==> src/inc/ocpa_pkg.sv <==
// Package of constants and types for the output coarse phase adjust stage.
package ocpa_pkg;
   localparam int OCPA_DIV_W = 32;
   localparam int OCPA_ADJ_W = 33;
   localparam logic [31:0] OCPA_MIN_HALF = 32'h0000_0002;
   localparam logic [31:0] OCPA_RST_DIV = 32'h0000_0008;
   localparam logic [31:0] OCPA_RST_DUTY = 32'h0000_0000;
   localparam logic [1:0] OCPA_SWING_410 = 2'h0;
   localparam logic [1:0] OCPA_SWING_600 = 2'h1;
   localparam logic [1:0] OCPA_SWING_750 = 2'h2;
   localparam logic [1:0] OCPA_SWING_900 = 2'h3;
   localparam logic [2:0] OCPA_SUPPLY_3V3 = 3'h0;
   localparam logic [2:0] OCPA_SUPPLY_2V5 = 3'h1;
   localparam logic [2:0] OCPA_SUPPLY_1V8 = 3'h2;
   localparam logic [2:0] OCPA_SUPPLY_1V5 = 3'h3;
   localparam logic [2:0] OCPA_SUPPLY_1V2 = 3'h4;
   typedef enum logic [1:0] {
      OCPA_ST_IDLE = 2'h0,
      OCPA_ST_LOW = 2'h1,
      OCPA_ST_HIGH = 2'h3
   } ocpa_state_t;
endpackage

==> src/inc/ocpa_pad_if.sv <==
// Interface carrying one clock phase and pad settings to a buffer control.
`timescale 1ns/10ps
interface ocpa_pad_if;
   logic clk_phase;
   logic se_mode;
   logic comp_invert;
   logic out_en;
   modport core (output clk_phase, output se_mode, output comp_invert, output out_en);
   modport buf_side (input clk_phase, input se_mode, input comp_invert, input out_en);
endinterface

==> src/rtl/ocpa_pad_drive.sv <==
// Pad drive logic for one output buffer: differential or two single-ended copies.
`timescale 1ns/10ps
module ocpa_pad_drive
   import ocpa_pkg::*;
(
   // Clock and reset
   input wire logic mclk,
   input wire logic rstn,
   input wire logic ce,
   // Stage side
   ocpa_pad_if.buf_side pad,
   // Pads
   output logic true_pad,
   output logic complementary_pad,
   output logic pad_oe
);
   logic true_q, true_d, comp_q, comp_d, oe_q, oe_d;

   always_comb begin
      true_d = pad.clk_phase;
      oe_d = pad.out_en;
      // Differential always drives the complement; single-ended copies unless inverted.
      if (pad.se_mode && !pad.comp_invert) begin
         comp_d = pad.clk_phase;
      end else begin
         comp_d = ~pad.clk_phase;
      end
   end

   always_ff @(posedge mclk or negedge rstn) begin
      if (!rstn) begin
         true_q <= 1'b0;
         comp_q <= 1'b0;
         oe_q <= 1'b0;
      end else if (ce) begin
         true_q <= true_d;
         comp_q <= comp_d;
         oe_q <= oe_d;
      end
   end

   assign true_pad = true_q;
   assign complementary_pad = comp_q;
   assign pad_oe = oe_q;
endmodule // ocpa_pad_drive

==> src/rtl/ocpa_stage.sv <==
// Output stage: integer divider with duty control, coarse phase shift, pad setup.
//
// Operation
// - Move output edges by whole source periods, advance or delay.
// - Shift is done by stretching or trimming high and/or low pulses.
// - Never produce fewer than two source periods high and two low.
// - One request may change the low half by up to 2^32 periods, the high half by up to 2^31.
// - Signed value, applied whole within one output period, clamped.
// - At default duty the shift is split about equally between halves.
// - With programmed high width, the whole shift goes to the low half.
// - Any number of requests accepted; cumulative range unbounded.
// - Buffer drives one differential pair or two single-ended copies.
// - Single-ended copies match, complementary pad optionally inverted.
// - Two-bit swing code selects 410, 600, 750 or 900 mV.
// - Three-bit code selects crossing point 0.9V to 2.3V in 0.2V steps.
// - Single-ended mode offers four drive impedance choices.
// - Divide by a 32-bit integer; optional high count below divider.
`timescale 1ns/10ps
module ocpa_stage
   import ocpa_pkg::*;
#(
   parameter int DIV_W = OCPA_DIV_W
)(
   // Clock and reset; mclk is the fractional divider output
   input wire logic mclk,
   input wire logic rstn,
   input wire logic ce,
   // Divider configuration
   input wire logic [DIV_W-1:0] divide_ratio,
   input wire logic [DIV_W-1:0] high_count,
   input wire logic out_enable,
   // Coarse shift request
   input wire logic signed [DIV_W:0] coarse_shift_value,
   input wire logic coarse_shift_write,
   // Buffer configuration
   input wire logic se_mode,
   input wire logic comp_invert,
   input wire logic [2:0] buffer_supply_setting,
   input wire logic [1:0] differential_swing_code,
   input wire logic [2:0] crossing_point_code,
   input wire logic [1:0] impedance_code,
   // Pads and buffer settings
   output logic true_pad,
   output logic complementary_pad,
   output logic pad_oe,
   output logic [1:0] swing_sel,
   output logic [2:0] cross_sel,
   output logic [1:0] imped_sel,
   output logic [2:0] supply_sel,
   output logic diff_enable,
   // Status
   output logic shift_pending,
   output logic shift_applied
);
   // The half counters are two bits wider than the ratio, so wider ratios would overflow them.
   if (DIV_W < 3 || DIV_W > 32) begin : g_bad_width
      $error("ocpa_stage: DIV_W out of range");
   end

   localparam int CW = DIV_W + 2;

   // Clamp a signed half length to at least the minimum width.
   function automatic logic [CW-1:0] clamp_half(input logic signed [CW-1:0] v);
      logic [CW-1:0] m;
      m = CW'(OCPA_MIN_HALF);
      if (v < $signed(m)) clamp_half = m;
      else clamp_half = v;
   endfunction

   ocpa_state_t st_q, st_d;
   logic [CW-1:0] cnt_q, cnt_d, low_q, low_d;
   logic signed [DIV_W:0] pend_q, pend_d;
   logic pend_v_q, pend_v_d, clk_q, clk_d, appl_q, appl_d;
   logic [CW-1:0] base_hi, base_lo, new_hi, new_lo;
   logic signed [CW-1:0] adj_hi, adj_lo, sext;
   logic duty_prog;

   always_comb begin
      duty_prog = (high_count != '0) && (high_count < divide_ratio);
      if (duty_prog) begin
         base_hi = CW'(high_count);
         base_lo = CW'(divide_ratio) - CW'(high_count);
      end else begin
         base_hi = CW'(divide_ratio >> 1);
         base_lo = CW'(divide_ratio) - CW'(divide_ratio >> 1);
      end
      sext = pend_v_q ? CW'(pend_q) : '0;
      if (duty_prog) begin
         adj_hi = '0;
         adj_lo = sext;
      end else begin
         adj_hi = sext >>> 1;
         adj_lo = sext - (sext >>> 1);
      end
      new_hi = clamp_half($signed(base_hi) + adj_hi);
      new_lo = clamp_half($signed(base_lo) + adj_lo);
   end

   always_comb begin
      st_d = st_q;
      cnt_d = cnt_q;
      low_d = low_q;
      clk_d = clk_q;
      pend_d = pend_q;
      pend_v_d = pend_v_q;
      appl_d = 1'b0;
      case (st_q)
         OCPA_ST_IDLE: begin
            if (out_enable) begin
               st_d = OCPA_ST_LOW;
               cnt_d = CW'(1);
            end
         end
         OCPA_ST_HIGH: begin
            if (cnt_q <= CW'(1)) begin
               st_d = OCPA_ST_LOW;
               clk_d = 1'b0;
               cnt_d = low_q;
            end else begin
               cnt_d = cnt_q - CW'(1);
            end
         end
         OCPA_ST_LOW: begin
            if (cnt_q <= CW'(1)) begin
               if (!out_enable) begin
                  st_d = OCPA_ST_IDLE;
               end else begin
                  // Period start: whole shift lands in this one period.
                  st_d = OCPA_ST_HIGH;
                  clk_d = 1'b1;
                  cnt_d = new_hi;
                  low_d = new_lo;
                  if (pend_v_q) begin
                     pend_v_d = 1'b0;
                     appl_d = 1'b1;
                  end
               end
            end else begin
               cnt_d = cnt_q - CW'(1);
            end
         end
         default: begin
            st_d = OCPA_ST_IDLE;
            clk_d = 1'b0;
         end
      endcase
      // A write in the consuming cycle wins, so no request is lost.
      if (coarse_shift_write) begin
         pend_d = coarse_shift_value;
         pend_v_d = 1'b1;
      end
   end

   always_ff @(posedge mclk or negedge rstn) begin
      if (!rstn) begin
         st_q <= OCPA_ST_IDLE;
         cnt_q <= '0;
         low_q <= '0;
         clk_q <= 1'b0;
         pend_q <= '0;
         pend_v_q <= 1'b0;
         appl_q <= 1'b0;
      end else if (ce) begin
         st_q <= st_d;
         cnt_q <= cnt_d;
         low_q <= low_d;
         clk_q <= clk_d;
         pend_q <= pend_d;
         pend_v_q <= pend_v_d;
         appl_q <= appl_d;
      end
   end

   // Buffer settings are registered so pad codes change glitch free.
   logic [1:0] swing_q, imped_q;
   logic [2:0] cross_q, supply_q;
   logic diff_q;
   always_ff @(posedge mclk or negedge rstn) begin
      if (!rstn) begin
         swing_q <= OCPA_SWING_410;
         cross_q <= 3'h0;
         imped_q <= 2'h0;
         supply_q <= OCPA_SUPPLY_3V3;
         diff_q <= 1'b0;
      end else if (ce) begin
         swing_q <= differential_swing_code;
         cross_q <= crossing_point_code;
         imped_q <= impedance_code;
         supply_q <= buffer_supply_setting;
         // Differential is refused at low supplies to protect the pad.
         diff_q <= !se_mode && (buffer_supply_setting != OCPA_SUPPLY_1V5)
            && (buffer_supply_setting != OCPA_SUPPLY_1V2);
      end
   end

   ocpa_pad_if pad_bus ();
   assign pad_bus.clk_phase = clk_q;
   assign pad_bus.se_mode = se_mode;
   assign pad_bus.comp_invert = comp_invert;
   assign pad_bus.out_en = out_enable;

   ocpa_pad_drive u_pad (
      .mclk(mclk),
      .rstn(rstn),
      .ce(ce),
      .pad(pad_bus.buf_side),
      .true_pad(true_pad),
      .complementary_pad(complementary_pad),
      .pad_oe(pad_oe)
   );

   assign swing_sel = swing_q;
   assign cross_sel = cross_q;
   assign imped_sel = imped_q;
   assign supply_sel = supply_q;
   assign diff_enable = diff_q;
   assign shift_pending = pend_v_q;
   assign shift_applied = appl_q;
endmodule // ocpa_stage

==> config.mk <==
export PLATFORM = sky130hd
export DESIGN_NAME = ocpa_stage
export DESIGN_NICKNAME = d
export VERILOG_FILES = /design/src/inc/ocpa_pkg.sv /design/src/inc/ocpa_pad_if.sv /design/src/rtl/ocpa_pad_drive.sv /design/src/rtl/ocpa_stage.sv
export SDC_FILE = /design/constraint.sdc
export NUM_CORES = 1
export LEC_CHECK = 0
export ABC_CLOCK_PERIOD_IN_PS = 17700
export CAP_MARGIN = 5
export CORE_MARGIN = 2
export CORE_UTILIZATION = 45
export CTS_BUF_LIST = sky130_fd_sc_hd__clkbuf_16
export CTS_CLUSTER_DIAMETER = 120
export CTS_CLUSTER_SIZE = 40
export DETAILED_ROUTE_END_ITERATION = 16
export DONT_BUFFER_PORTS = 1
export GPL_TIMING_DRIVEN = 0
export PLACE_DENSITY = 0.59
export SLEW_MARGIN = 30
export SYNTH_ARGS = -nofsm -noshare
export SYNTH_HDL_FRONTEND = slang
export SYNTH_SLANG_ARGS = --single-unit
==> constraint.sdc <==
create_clock -name mclk -period 17.7 [get_ports mclk]
set_clock_uncertainty 0.2 [all_clocks]
set_input_delay 0.885 -clock mclk [delete_from_list [all_inputs] [get_ports mclk]]
set_output_delay 0.885 -clock mclk [all_outputs]
set_load 0.01 [all_outputs]
== Word level (Yosys, flattened, before mapping) ==
Index checks and enable logic that the tools add are counted.

* Input port bits: 114
* Output and inout port bits: 16
* Word-level logic and storage cells: 84
* Flip-flop bits (word level): 120

* Reduce and logical (&&, ||, !) cells: 18
* Muxes and demuxes: 30
* Equality and inequality tests: 9
* $lt $le $gt $ge: 4
* Add/subtract/negate cells: 6
* Bitwise gates (word level): 2

{| class="wikitable"
|+ Operators by type and width
! kind !! count
|-
| 34-bit 2-to-1 mux || 10
|-
| 34-bit case mux with 3 select lines || 1
|-
| 34-bit by 3-bit < comparator with 1-bit output (second input constant) || 2
|-
| 33-bit by 34-bit adder with 34-bit output || 1
|-
| 34-bit adder || 1
|-
| 34-bit by 1-bit <= comparator with 1-bit output (second input constant) || 1
|-
| 34-bit by 1-bit subtractor with 34-bit output (second input constant) || 1
|-
| 34-bit by 33-bit subtractor with 34-bit output || 1
|-
| 32-bit by 31-bit subtractor with 33-bit output || 1
|-
| 32-bit by 32-bit subtractor with 33-bit output || 1
|-
| 32-bit < comparator || 1
|-
| 32-bit 2-to-1 mux || 1
|-
| 32-bit nonzero test || 1
|-
| 4-bit AND reduction || 4
|-
| 1-bit 2-to-1 mux || 12
|-
| 2-bit 2-to-1 mux || 4
|-
| 2-bit != test (second input constant) || 4
|-
| 3-bit != test (second input constant) || 2
|-
| 2-bit case mux with 3 select lines || 1
|-
| 2-bit nonzero test || 3
|-
| 5-bit AND reduction || 1
|-
| 1-bit logical AND || 4
|-
| 3-bit by 2-bit != test with 1-bit output (second input constant) || 1
|-
| 1-bit case mux with 3 select lines || 1
|-
| 7 further kinds || 9
|}

== Logic depth before layout (Yosys ltp) ==
Gate-level depths: netlist of run 1.

* Depth after elaboration: 9
* Gate-level depth with buffers: 36
* Mapped depth without buffers: 31

== Hierarchy ==
From an unflattened synthesis of run 1, not the netlist that was laid out.

* Cells, all modules: 2138
* Area, all modules: 15875.2 µm²

{| class="wikitable"
|+ Modules (own cells, without submodules)
! module !! area an instance (µm²) !! cells an instance !! times used
|-
| ocpa_stage || 15743.8 || 2128 || 1
|-
| ocpa_pad_drive || 131.4 || 10 || 1
|}

== Least setup slack after synthesis of run 1 ==
No wires, ideal clock.

* Kind: input port to flip-flop
* From: input high_count[5]
* To: register cnt_q[26]
* Data required time: 17.423 ns
* Data arrival time: 7.763 ns
* Stages on the path: 34
* Slack: 9.660 ns
* Library setup time: 0.077 ns
* Buffers on the path: 5
* Path through: inv_1 > ha_1 > clkbuf_1 > nand3_1 > a21boi_0 > a41oi_1 > a21oi_1 > a211o_1 > a31o_2 > clkbuf_1 > clkbuf_1 > clkbuf_1 > nand2_1 > nand2_1 > ha_1 > inv_1 > fa_1 > nor2b_1 > o31a_1 > o21ai_1 > a211oi_1 > o21ai_1 > a21boi_0 > mux2i_1 > nand2_1 > or4_1 > nor4_1 > and4_1 > ha_1 > nor2_1 > clkbuf_1 > o21ai_0 > a32o_1 > a21oi_1

* Cells in the longest elaborated chain, start to end: 9

{| class="wikitable"
|+ Ends and longest elaborated chain
! element !! RTL line !! source
|-
| start: declaration || ocpa_stage.sv:30 || <nowiki>input wire logic [DIV_W-1:0] high_count,</nowiki>
|-
| 32-bit < comparator / 32-bit nonzero test (equally long branches) || ocpa_stage.sv:79 || <nowiki>duty_prog = (high_count != '0) && (high_count < divide_ratio);</nowiki>
|-
| 1-bit logical AND || ocpa_stage.sv:79 ||
|-
| 32-bit 2-to-1 mux / 34-bit 2-to-1 mux (equally long branches) || ocpa_stage.sv:80, ocpa_stage.sv:88 ||
|-
| 33-bit by 34-bit adder with 34-bit output (*) || ocpa_stage.sv:95 || <nowiki>new_hi = clamp_half($signed(base_hi) + adj_hi);</nowiki>
|-
| 34-bit by 3-bit < comparator with 1-bit output || ocpa_stage.sv:66 || <nowiki>if (v < $signed(m)) clamp_half = m;</nowiki>
|-
| 34-bit 2-to-1 mux (*) || ocpa_stage.sv:66 ||
|-
| 34-bit 2-to-1 mux (*) || ocpa_stage.sv:125 || <nowiki>if (!out_enable) begin</nowiki>
|-
| 34-bit 2-to-1 mux (*) || ocpa_stage.sv:124 || <nowiki>if (cnt_q <= CW'(1)) begin</nowiki>
|-
| 34-bit case mux with 3 select lines (*) || ocpa_stage.sv:107 || <nowiki>case (st_q)</nowiki>
|-
| end signal: assignment || ocpa_stage.sv:165 || <nowiki>cnt_q <= cnt_d;</nowiki>
|-
| end: declaration || ocpa_stage.sv:71 || <nowiki>logic [CW-1:0] cnt_q, cnt_d, low_q, low_d;</nowiki>
|}

Every way passes the cells marked *; elsewhere a longest branch is shown, timed or not. The select of a mux whose other input is x is not followed.
A chain may end at the register's enable or synchronous reset.

== Worst setup path after layout of run 1 ==
* From: input high_count[2]
* To: register cnt_q[26]

Same word-level chain as after synthesis.

==> results of run 1 <==
-- cells in the final DEF, fill, tap and decap left out, types with 7 or more instances in the layout --
master,synthesis,final
sky130_fd_sc_hd__mux2_2,50,50
sky130_fd_sc_hd__a311oi_1,8,8
sky130_fd_sc_hd__inv_1,151,151
sky130_fd_sc_hd__ha_1,169,169
sky130_fd_sc_hd__nand4_1,24,24
sky130_fd_sc_hd__a221oi_1,14,14
sky130_fd_sc_hd__and2_1,9,9
sky130_fd_sc_hd__a211o_1,7,7
sky130_fd_sc_hd__mux2i_1,7,7
sky130_fd_sc_hd__nor2_1,192,192
sky130_fd_sc_hd__nand2b_1,42,42
sky130_fd_sc_hd__a31oi_1,22,22
sky130_fd_sc_hd__o21a_1,24,24
sky130_fd_sc_hd__o31ai_1,13,13
sky130_fd_sc_hd__dfrtp_1,120,120
sky130_fd_sc_hd__or3_1,7,7
sky130_fd_sc_hd__or2_2,7,7
sky130_fd_sc_hd__nor4_1,22,21
sky130_fd_sc_hd__xnor2_1,78,78
sky130_fd_sc_hd__nand2_1,243,243
sky130_fd_sc_hd__xor2_1,53,53
sky130_fd_sc_hd__and3_1,15,15
sky130_fd_sc_hd__o211ai_1,8,8
sky130_fd_sc_hd__a21oi_1,187,187
sky130_fd_sc_hd__clkbuf_16,0,17
sky130_fd_sc_hd__a211oi_1,23,23
sky130_fd_sc_hd__o21bai_1,20,20
sky130_fd_sc_hd__nor2b_1,21,21
sky130_fd_sc_hd__clkbuf_1,62,62
sky130_fd_sc_hd__o22a_1,10,10
sky130_fd_sc_hd__nand3_1,39,39
sky130_fd_sc_hd__a22oi_1,8,8
sky130_fd_sc_hd__a21o_1,77,77
sky130_fd_sc_hd__o21ai_0,186,186
sky130_fd_sc_hd__nor3_1,36,36
sky130_fd_sc_hd__o41ai_1,9,9
sky130_fd_sc_hd__o21ai_2,12,12
-- sequential cells by signal, summed over array words and instances (netlist names) --
register / flops
cnt_q: 34
shift_pending: 1
cross_sel: 3
shift_applied: 1
diff_enable: 1
supply_sel: 3
u_pad.complementary_pad: 1
u_pad.true_pad: 1
swing_sel: 2
clk_q: 1
pend_q: 33
imped_sel: 2
low_q: 34
st_q: 2
u_pad.pad_oe: 1
-- cell type report --
class,count,area (um2)
repair buffers,1,27.5
well taps,455,569
multi-input cells,1745,11700
clock inverters,15,151
inverters,151,567
flip-flops and latches,120,3000
fillers,3526,17600
plain buffers,75,304
clock buffers,17,425
-- path summary, 6_finish.rpt --
check | start | endpoint
max | high_count[2] | cnt_q[26]
min | rstn | cnt_q[2]
max reg2reg | shift_pending | low_q[26]
min reg2reg | low_q[2] | low_q[2]
max in group asynchronous | rstn | low_q[27]
min in group mclk | low_q[2] | low_q[2]
-- what timing repair did --
| action | 4_1_cts | 5_1_grt |
|---|---|---|
| hold buffers | 1 | 0 |
| resized for setup | 0 | 0 |
| setup buffers | 0 | 0 |
| endpoints found under the hold margin | 120 | 0 |
-- cells by family (layout without fill, tap and decap cells) --
family / count (synthesis) / in the layout / synth area share
XOR/XNOR: 132 / 132 / 0.0754
adder cells (fa/ha/maj): 174 / 174 / 0.143
AO/OA/AOI/OAI: 693 / 693 / 0.283
flip-flops: 120 / 120 / 0.193
multiplexers: 57 / 57 / 0.0408
buffers and inverters: 226 / 259 / 0.0561
AND/OR/NAND/NOR: 689 / 689 / 0.209
-- power breakdown --
group	total, uW	internal (uW)	switching, uW	leakage (uW)
clock	344	207	137	0.000272
combinational	1770	658	1120	0.00608
sequential	384	330	53.5	0.00154
total	2500	1190	1310	0.00789
-- metrics by stage --
stage          instances  total power [uW]  hold WS (ps)
6_report            2579              2500           224
5_1_grt             2579              2690           274
4_1_cts             2579              2470           258
3_5_place_dp        2546              2110           267
3_3_place_gp        2546              2100           259
2_1_floorplan       2091              1650           244
-- per-layer routing --
| layer | vias to the layer above | part of all wire | track usage | wire, um |
|---|---|---|---|---|
| met3 | 68 | 0.048 | 0.0273 | 2610 |
| met4 | 0 | 0.026 | 0.0921 | 1390 |
| met2 | 458 | 0.47 | 0.498 | 25300 |
| li1 | 7584 | - | - | - |
| met1 | 7398 | 0.46 | 0.402 | 24600 |
| met5 | - | 0 | 0 | 0 |
==> impl_metrics.env, run 1 <==
export IMPL_timing_worst_setup_path_type="in2reg"
export IMPL_gr_total_overflow=0
export IMPL_share_of_final_layout_standard_cells_stronger_than_drive_strength_1=0.0598
export IMPL_timing_worst_slew_pin_value_ps=961
export IMPL_cell_area_reported_after_detailed_placement_um2=16100
export IMPL_end_kind="flop"
export IMPL_pins_over_their_slew_limit=0
export IMPL_drt_wirelength_per_cell_um=20.9
export IMPL_worst_r2r_setup_slack_ps=7730
export IMPL_placementRows=68
export IMPL_drtPass1Iterations=5
export IMPL_buffer_ports_inserted=0
export IMPL_synthArstFlopShare=1.00
export IMPL_netlist_area_leader_share=0.193
export IMPL_cts_num_sinks=120
export IMPL_number_of_buffers_and_inverters_on_the_critical_path=6
export IMPL_pre_cts_slack_ps=6610
export IMPL_cp_data_required_time_ps=17850
export IMPL_wirelength_mm=54.0
export IMPL_drv_cap=0
export IMPL_ctsRootBufferMaster="sky130_fd_sc_hd__clkbuf_16"
export IMPL_synth_yosys_seq_area_share=0.193
export IMPL_timing_critical_path_depth=33
export IMPL_critical_path_peak_fanout=10
export IMPL_max_slew_margin=0.351
export IMPL_antennaDiodeCount=0
export IMPL_synth_enable_flop_cells=0
export IMPL_number_of_instances_in_the_synthesized_netlist=2091
export IMPL_grt_start_max_net_pins=121
export IMPL_yosys_top_cells_area="sky130_fd_sc_hd__dfrtp_1, sky130_fd_sc_hd__ha_1, sky130_fd_sc_hd__a21oi_1, sky130_fd_sc_hd__o21ai_0, sky130_fd_sc_hd__nand2_1"
export IMPL_first_global_vias=14700
export IMPL_synth_commonest_cells="sky130_fd_sc_hd__nand2_1, sky130_fd_sc_hd__nor2_1, sky130_fd_sc_hd__a21oi_1"
export IMPL_crit_slowest_cell="sky130_fd_sc_hd__clkbuf_1"
export IMPL_cp_launch_type="input port"
export IMPL_crit_arrival_ps=10950
export IMPL_worst_path_most_repeated_cell="sky130_fd_sc_hd__clkbuf_1"
export IMPL_deepest_clock_path_buffer_count=2
export IMPL_post_synth_top_count_cell="sky130_fd_sc_hd__nand2_1"
export IMPL_floorplan_die_height_um=190
export IMPL_worst_slack_ps=6900
export IMPL_yosys_warnings=0
export IMPL_design_portCount=130
export IMPL_hpwlAfterDp_mm=44.2
export IMPL_syn_num_nets=2379
export IMPL_route_antenna_remaining_nets=0
export IMPL_final_cell_area_um2=16700
export IMPL_cts_inserted_buffers=17
export IMPL_finalCoreUtilization=0.487
export IMPL_worst_hold_path_type="in2async"
export IMPL_unrepaired_setup_endpoints_after_global_routing="false"
export IMPL_yosys_register_bits=120
export IMPL_path_clk_slew_ps=60
export IMPL_core_area_um2=34300
export IMPL_initial_utilization=0.453
export IMPL_most_used_flip_flop_cell_after_synthesis="sky130_fd_sc_hd__dfrtp_1"
export IMPL_htreeDepth=4
export IMPL_final_min_period_over_clock_period=0.610
export IMPL_critical_path_max_stage_delay_ps=680
export IMPL_drc=0
export IMPL_setup_viol=0
export IMPL_r2r_worst_path_cells=35
export IMPL_viasPerCell=6.01
export IMPL_floorplan_die_area_um2=36000
export IMPL_netlist_area_before_placement_um2=15500
export IMPL_grt_total_usage=0.296
export IMPL_nNetsFinal=2399
export IMPL_die_w_um=190
export IMPL_wire_length_of_the_first_global_routing_pass_mm=82.7
export IMPL_num_vias=15500
export IMPL_routabilityCongestion=0.925
export IMPL_worst_case_vdd_ir_drop_mv=0.0614
export IMPL_area_growth_syn_to_layout_pct=7.60
export IMPL_initial_antenna_violation_count=0
export IMPL_synthDominantAreaCellType="sky130_fd_sc_hd__dfrtp_1"
export IMPL_number_of_distinct_library_cells_after_synthesis=76
export IMPL_clock_latency_ps=430
export IMPL_avgSynthCellArea_um2=7.43
export IMPL_hold_viol_final=0
export IMPL_period_needed_ps=10800
export IMPL_p_per_area_nw_per_um2=150
export IMPL_cp_top_family="compound AO/OA/AOI/OAI gates"
export IMPL_power_leakage_uw=0.00789
export IMPL_cts_tree="yes"
export IMPL_finalSetupTns_ps=0
export IMPL_run_status="finished clean"
export IMPL_detail_route_iter0_violations=997
export IMPL_achievable_frequency_ghz=0.0926
(Power assumes the default switching activity.)
==> run 2: changes to the inputs <==
--- a/config.mk
+++ b/config.mk
@@ -5,7 +5,7 @@
 export SDC_FILE = /design/constraint.sdc
 export NUM_CORES = 1
 export LEC_CHECK = 0
-export ABC_CLOCK_PERIOD_IN_PS = 17700
+export ABC_CLOCK_PERIOD_IN_PS = 11300
 export CAP_MARGIN = 5
 export CORE_MARGIN = 2
 export CORE_UTILIZATION = 45
==> constraint.sdc (replaced) <==
create_clock -name mclk -period 11.3 [get_ports mclk]
set_clock_uncertainty 0.2 [all_clocks]
set_input_delay 0.565 -clock mclk [delete_from_list [all_inputs] [get_ports mclk]]
set_output_delay 0.565 -clock mclk [all_outputs]
set_load 0.01 [all_outputs]
==> impl_metrics.env, run 2 (synthesis results as in run 1) <==
export IMPL_fin_cells=2580
export IMPL_cell_area_reported_after_detailed_placement_um2=16100
export IMPL_worst_path_most_repeated_cell="sky130_fd_sc_hd__clkbuf_1"
export IMPL_route_antenna_remaining_nets=0
export IMPL_gr_total_overflow=0
export IMPL_floorplan_die_height_um=190
export IMPL_wire_length_of_the_first_global_routing_pass_mm=82.8
export IMPL_core_area_um2=34300
export IMPL_crit_slowest_cell="sky130_fd_sc_hd__clkbuf_1"
export IMPL_post_place_cells=2546
export IMPL_drtPass1Iterations=5
export IMPL_crit_path_start="high_count[2]"
export IMPL_clock_latency_ps=430
export IMPL_critical_path_peak_fanout=10
export IMPL_worst_hold_path_type="in2reg"
export IMPL_initial_antenna_violation_count=0
export IMPL_drv_cap=0
export IMPL_htreeDepth=4
export IMPL_cts_inserted_buffers=17
export IMPL_cp_top_family="compound AO/OA/AOI/OAI gates"
export IMPL_finalSetupTns_ps=0
export IMPL_pins_over_their_slew_limit=0
export IMPL_crit_arrival_ps=10690
export IMPL_hpwlAfterDp_mm=44.2
export IMPL_cp_launch_type="input port"
export IMPL_viasPerCell=6.01
export IMPL_final_cell_area_um2=16700
export IMPL_grt_total_usage=0.296
export IMPL_post_cts_resized=0
export IMPL_wirelength_mm=54.0
export IMPL_design_portCount=130
export IMPL_rr_endpoint="low_q[26]"
export IMPL_ctsRootBufferMaster="sky130_fd_sc_hd__clkbuf_16"
export IMPL_cts_tree="yes"
export IMPL_grt_start_max_net_pins=121
export IMPL_antennaDiodeCount=0
export IMPL_p_per_area_nw_per_um2=235
export IMPL_initial_utilization=0.453
export IMPL_die_w_um=190
export IMPL_routabilityCongestion=0.925
export IMPL_buffer_ports_inserted=0
export IMPL_period_needed_ps=10540
export IMPL_timing_critical_path_depth=33
export IMPL_final_min_period_over_clock_period=0.933
export IMPL_number_of_buffers_and_inverters_on_the_critical_path=6
export IMPL_holdPathStages=1
export IMPL_worst_case_vdd_ir_drop_mv=0.0965
export IMPL_detail_route_iter0_violations=990
export IMPL_run_status="finished clean"
export IMPL_floorplan_die_area_um2=36000
export IMPL_cp_endpoint="cnt_q[26]"
export IMPL_end_kind="flop"
export IMPL_final_cell_mix="sky130_fd_sc_hd__nand2_1, sky130_fd_sc_hd__nor2_1, sky130_fd_sc_hd__a21oi_1"
export IMPL_setup_viol=0
export IMPL_top_regs="cnt_q: 34 flops, low_q: 34 flops, pend_q: 33 flops"
export IMPL_max_slew_margin=0.364
export IMPL_pre_cts_slack_ps=532
export IMPL_nNetsFinal=2400
export IMPL_r2r_worst_path_cells=35
export IMPL_cp_data_required_time_ps=11450
export IMPL_placementRows=68
export IMPL_critical_path_max_stage_delay_ps=670
export IMPL_layout_commonest_cell="sky130_fd_sc_hd__nand2_1"
export IMPL_num_vias=15500
export IMPL_drt_wirelength_per_cell_um=20.9
export IMPL_timing_worst_setup_path_type="in2reg"
export IMPL_finalCoreUtilization=0.488
export IMPL_cts_num_sinks=120
export IMPL_worst_r2r_setup_slack_ps=1310
export IMPL_unrepaired_setup_endpoints_after_global_routing="false"
export IMPL_drc=0
export IMPL_hold_viol_final=0
export IMPL_deepest_clock_path_buffer_count=2
export IMPL_area_growth_syn_to_layout_pct=7.66
export IMPL_first_global_vias=14700
export IMPL_timing_rr_start="shift_pending"
export IMPL_worst_slack_ps=761
export IMPL_path_clk_slew_ps=60
export IMPL_timing_worst_slew_pin_value_ps=941
export IMPL_achievable_frequency_ghz=0.0949
export IMPL_power_leakage_uw=0.00790
export IMPL_share_of_final_layout_standard_cells_stronger_than_drive_strength_1=0.0598
==> run 2: repair_timing <==
| action | in CTS | in global routing |
|---|---|---|
| hold buffers | 2 | 0 |
| hold endpoints to repair | 120 | 0 |
| setup buffers | 0 | 0 |
==> run 2: area by class of cell <==
type,count,area [um2]
Multi-Input combinational cell,1745,11700
Buffer,75,304
Inverter,151,567
Sequential cell,120,3000
Tap cell,455,569
Fill cell,3525,17600
Timing Repair Buffer,2,37.5
Clock buffer,17,425
Clock inverter,15,151
==> run 2: through the flow <==
| step | power, uW | hold WS (ps) |
|---|---|---|
| global placement | 3280 | 80.4 |
| finish | 3920 | 77.8 |
| CTS | 3870 | 69.6 |
| floorplan | 2580 | 69.4 |
| detailed placement | 3310 | 80.3 |
| global route | 4220 | 69.1 |
==> run 2: worst min-delay path by stage <==
| stage | from | to | slack [ps] |
|---|---|---|---|
| final | coarse_shift_value[25] | pend_q[25] | 80 |
| after global routing | crossing_point_code[2] | cross_sel[2] | 70 |
| after CTS | coarse_shift_value[19] | pend_q[19] | 70 |
| after detailed placement | rstn | cnt_q[8] | 80 |
| after global placement | rstn | cnt_q[7] | 80 |
| after floorplan | rstn | clk_q | 70 |
==> run 2: report_power, final <==
part / switching (uW) / internal [uW] / total [uW] / leakage [uW]
registers: 83.8 / 517 / 601 / 0.00154
logic: 1750 / 1030 / 2780 / 0.00609
clock network: 218 / 324 / 542 / 0.000272
==> run 2: metal layers <==
layer	wire, um	global-route usage
met1	24600	0.402
met2	25500	0.499
met3	2560	0.0279
met4	1290	0.0891
met5	0	0
==> run 3: changes to the inputs <==
--- a/config.mk
+++ b/config.mk
@@ -15,7 +15,6 @@
 export DETAILED_ROUTE_END_ITERATION = 16
 export DONT_BUFFER_PORTS = 1
 export GPL_TIMING_DRIVEN = 0
-export PLACE_DENSITY = 0.59
 export SLEW_MARGIN = 30
 export SYNTH_ARGS = -nofsm -noshare
 export SYNTH_HDL_FRONTEND = slang
==> impl_metrics.env, run 3 (synthesis results as in run 1) <==
export IMPL_detail_route_iter0_violations=1149
export IMPL_end_kind="flop"
export IMPL_cell_area_reported_after_detailed_placement_um2=16100
export IMPL_path_clk_slew_ps=60
export IMPL_run_status="finished clean"
export IMPL_first_global_vias=14800
export IMPL_critical_path_max_stage_delay_ps=650
export IMPL_grt_total_usage=0.296
export IMPL_drtPass1Iterations=5
export IMPL_holdBufCountCts=2
export IMPL_post_cts_repair_setup_buffers=0
export IMPL_finalSetupTns_ps=0
export IMPL_pins_over_their_slew_limit=0
export IMPL_timing_worst_slew_pin_value_ps=940
export IMPL_route_antenna_remaining_nets=0
export IMPL_cp_launch_type="input port"
export IMPL_placementRows=68
export IMPL_floorplan_die_area_um2=36000
export IMPL_buffer_ports_inserted=0
export IMPL_gr_total_overflow=0
export IMPL_worst_hold_path_type="in2reg"
export IMPL_p_per_area_nw_per_um2=237
export IMPL_drc=0
export IMPL_power_leakage_uw=0.00794
export IMPL_cts_tree="yes"
export IMPL_worst_path_most_repeated_cell="sky130_fd_sc_hd__clkbuf_1"
export IMPL_max_slew_margin=0.365
export IMPL_post_cts_resized=0
export IMPL_nNetsFinal=2400
export IMPL_share_of_final_layout_standard_cells_stronger_than_drive_strength_1=0.0589
export IMPL_ctsRootBufferMaster="sky130_fd_sc_hd__clkbuf_16"
export IMPL_wirelength_mm=54.0
export IMPL_cp_data_required_time_ps=11450
export IMPL_achievable_frequency_ghz=0.0962
export IMPL_unrepaired_setup_endpoints_after_global_routing="false"
export IMPL_crit_slowest_cell="sky130_fd_sc_hd__clkbuf_1"
export IMPL_design_portCount=130
export IMPL_initial_utilization=0.453
export IMPL_setup_viol=0
export IMPL_final_cell_mix="sky130_fd_sc_hd__nand2_1, sky130_fd_sc_hd__nor2_1, sky130_fd_sc_hd__a21oi_1"
export IMPL_critical_path_peak_fanout=10
export IMPL_timing_worst_setup_path_type="in2reg"
export IMPL_wire_length_of_the_first_global_routing_pass_mm=82.5
export IMPL_deepest_clock_path_buffer_count=2
export IMPL_num_vias=15500
export IMPL_area_growth_syn_to_layout_pct=8.06
export IMPL_routabilityCongestion=0.932
export IMPL_top_regs="cnt_q: 34 flops, low_q: 34 flops, pend_q: 33 flops"
export IMPL_hpwlAfterDp_mm=44.1
export IMPL_layout_commonest_cell="sky130_fd_sc_hd__nand2_1"
export IMPL_core_area_um2=34300
export IMPL_clock_latency_ps=430
export IMPL_die_w_um=190
export IMPL_grt_start_max_net_pins=121
export IMPL_final_cell_area_um2=16800
export IMPL_worst_case_vdd_ir_drop_mv=0.105
export IMPL_post_layout_total_power_uw=3980
export IMPL_final_min_period_over_clock_period=0.920
export IMPL_htreeDepth=4
export IMPL_floorplan_die_height_um=190
export IMPL_number_of_buffers_and_inverters_on_the_critical_path=6
export IMPL_cts_inserted_buffers=17
export IMPL_cp_top_family="compound AO/OA/AOI/OAI gates"
export IMPL_drv_cap=0
export IMPL_initial_antenna_violation_count=1
export IMPL_cts_num_sinks=120
export IMPL_drt_wirelength_per_cell_um=20.9
export IMPL_hold_viol_final=0
export IMPL_crit_arrival_ps=10550
export IMPL_period_needed_ps=10400
export IMPL_viasPerCell=6.01
-- run 3: worst reg2reg max path, delay by kind of cell (launching register included) --
| family | cells | cell delay (ps) |
|---|---|---|
| fa+ha+maj | 4 | 1430 |
| compound gates | 11 | 2870 |
| simple gates | 12 | 3110 |
| buf+inv | 7 | 1980 |
| flops | 1 | 410 |
| xor+xnor | 1 | 150 |
-- run 3: path summary, 6_finish.rpt --
path | start | end | slack, ps | depth (start not counted)
max in group asynchronous | rstn | cnt_q[32] | 9820 | 2
worst max-delay path | high_count[2] | cnt_q[26] | 900 | 33
worst min-delay path | coarse_shift_value[17] | pend_q[17] | 80 | 1
worst min register to register | low_q[32] | low_q[32] | 280 | 2
worst max register to register | shift_pending | low_q[30] | 1090 | 35
min in group asynchronous | rstn | low_q[1] | 580 | 2
-- run 3: metal layers --
metal | up-vias | global-route usage | routed length [um]
li1 | 7588 | - | -
met2 | 498 | 0.490 | 24900
met3 | 70 | 0.0229 | 2890
met1 | 7372 | 0.407 | 24600
met5 | - | 0 | 0
met4 | 0 | 0.103 | 1600
-- run 3: area by class of cell --
type,instances,area (um2)
Inverter,151,567
Clock inverter,14,205
Multi-Input combinational cell,1745,11700
Antenna cell,3,7.51
Clock buffer,17,425
Fill cell,3405,17500
Sequential cell,120,3000
Buffer,75,304
Tap cell,455,569
Timing Repair Buffer,2,37.5
-- run 3: per-stage QoR --
stage,hold slack (ps),utilization,instances,worst slack [ps]
finish,84.9,0.489,2582,900
global route,70.7,0.489,2579,347
CTS,74.6,0.489,2579,1080
detailed placement,75.0,0.470,2546,666
global placement,73.5,0.469,2546,726
floorplan,69.4,-,2091,3580
-- run 3: power breakdown --
part           total, uW  switching (uW)  internal (uW)
combinational       2790            1750           1030
sequential           599            81.2            517
clock                598             210            388
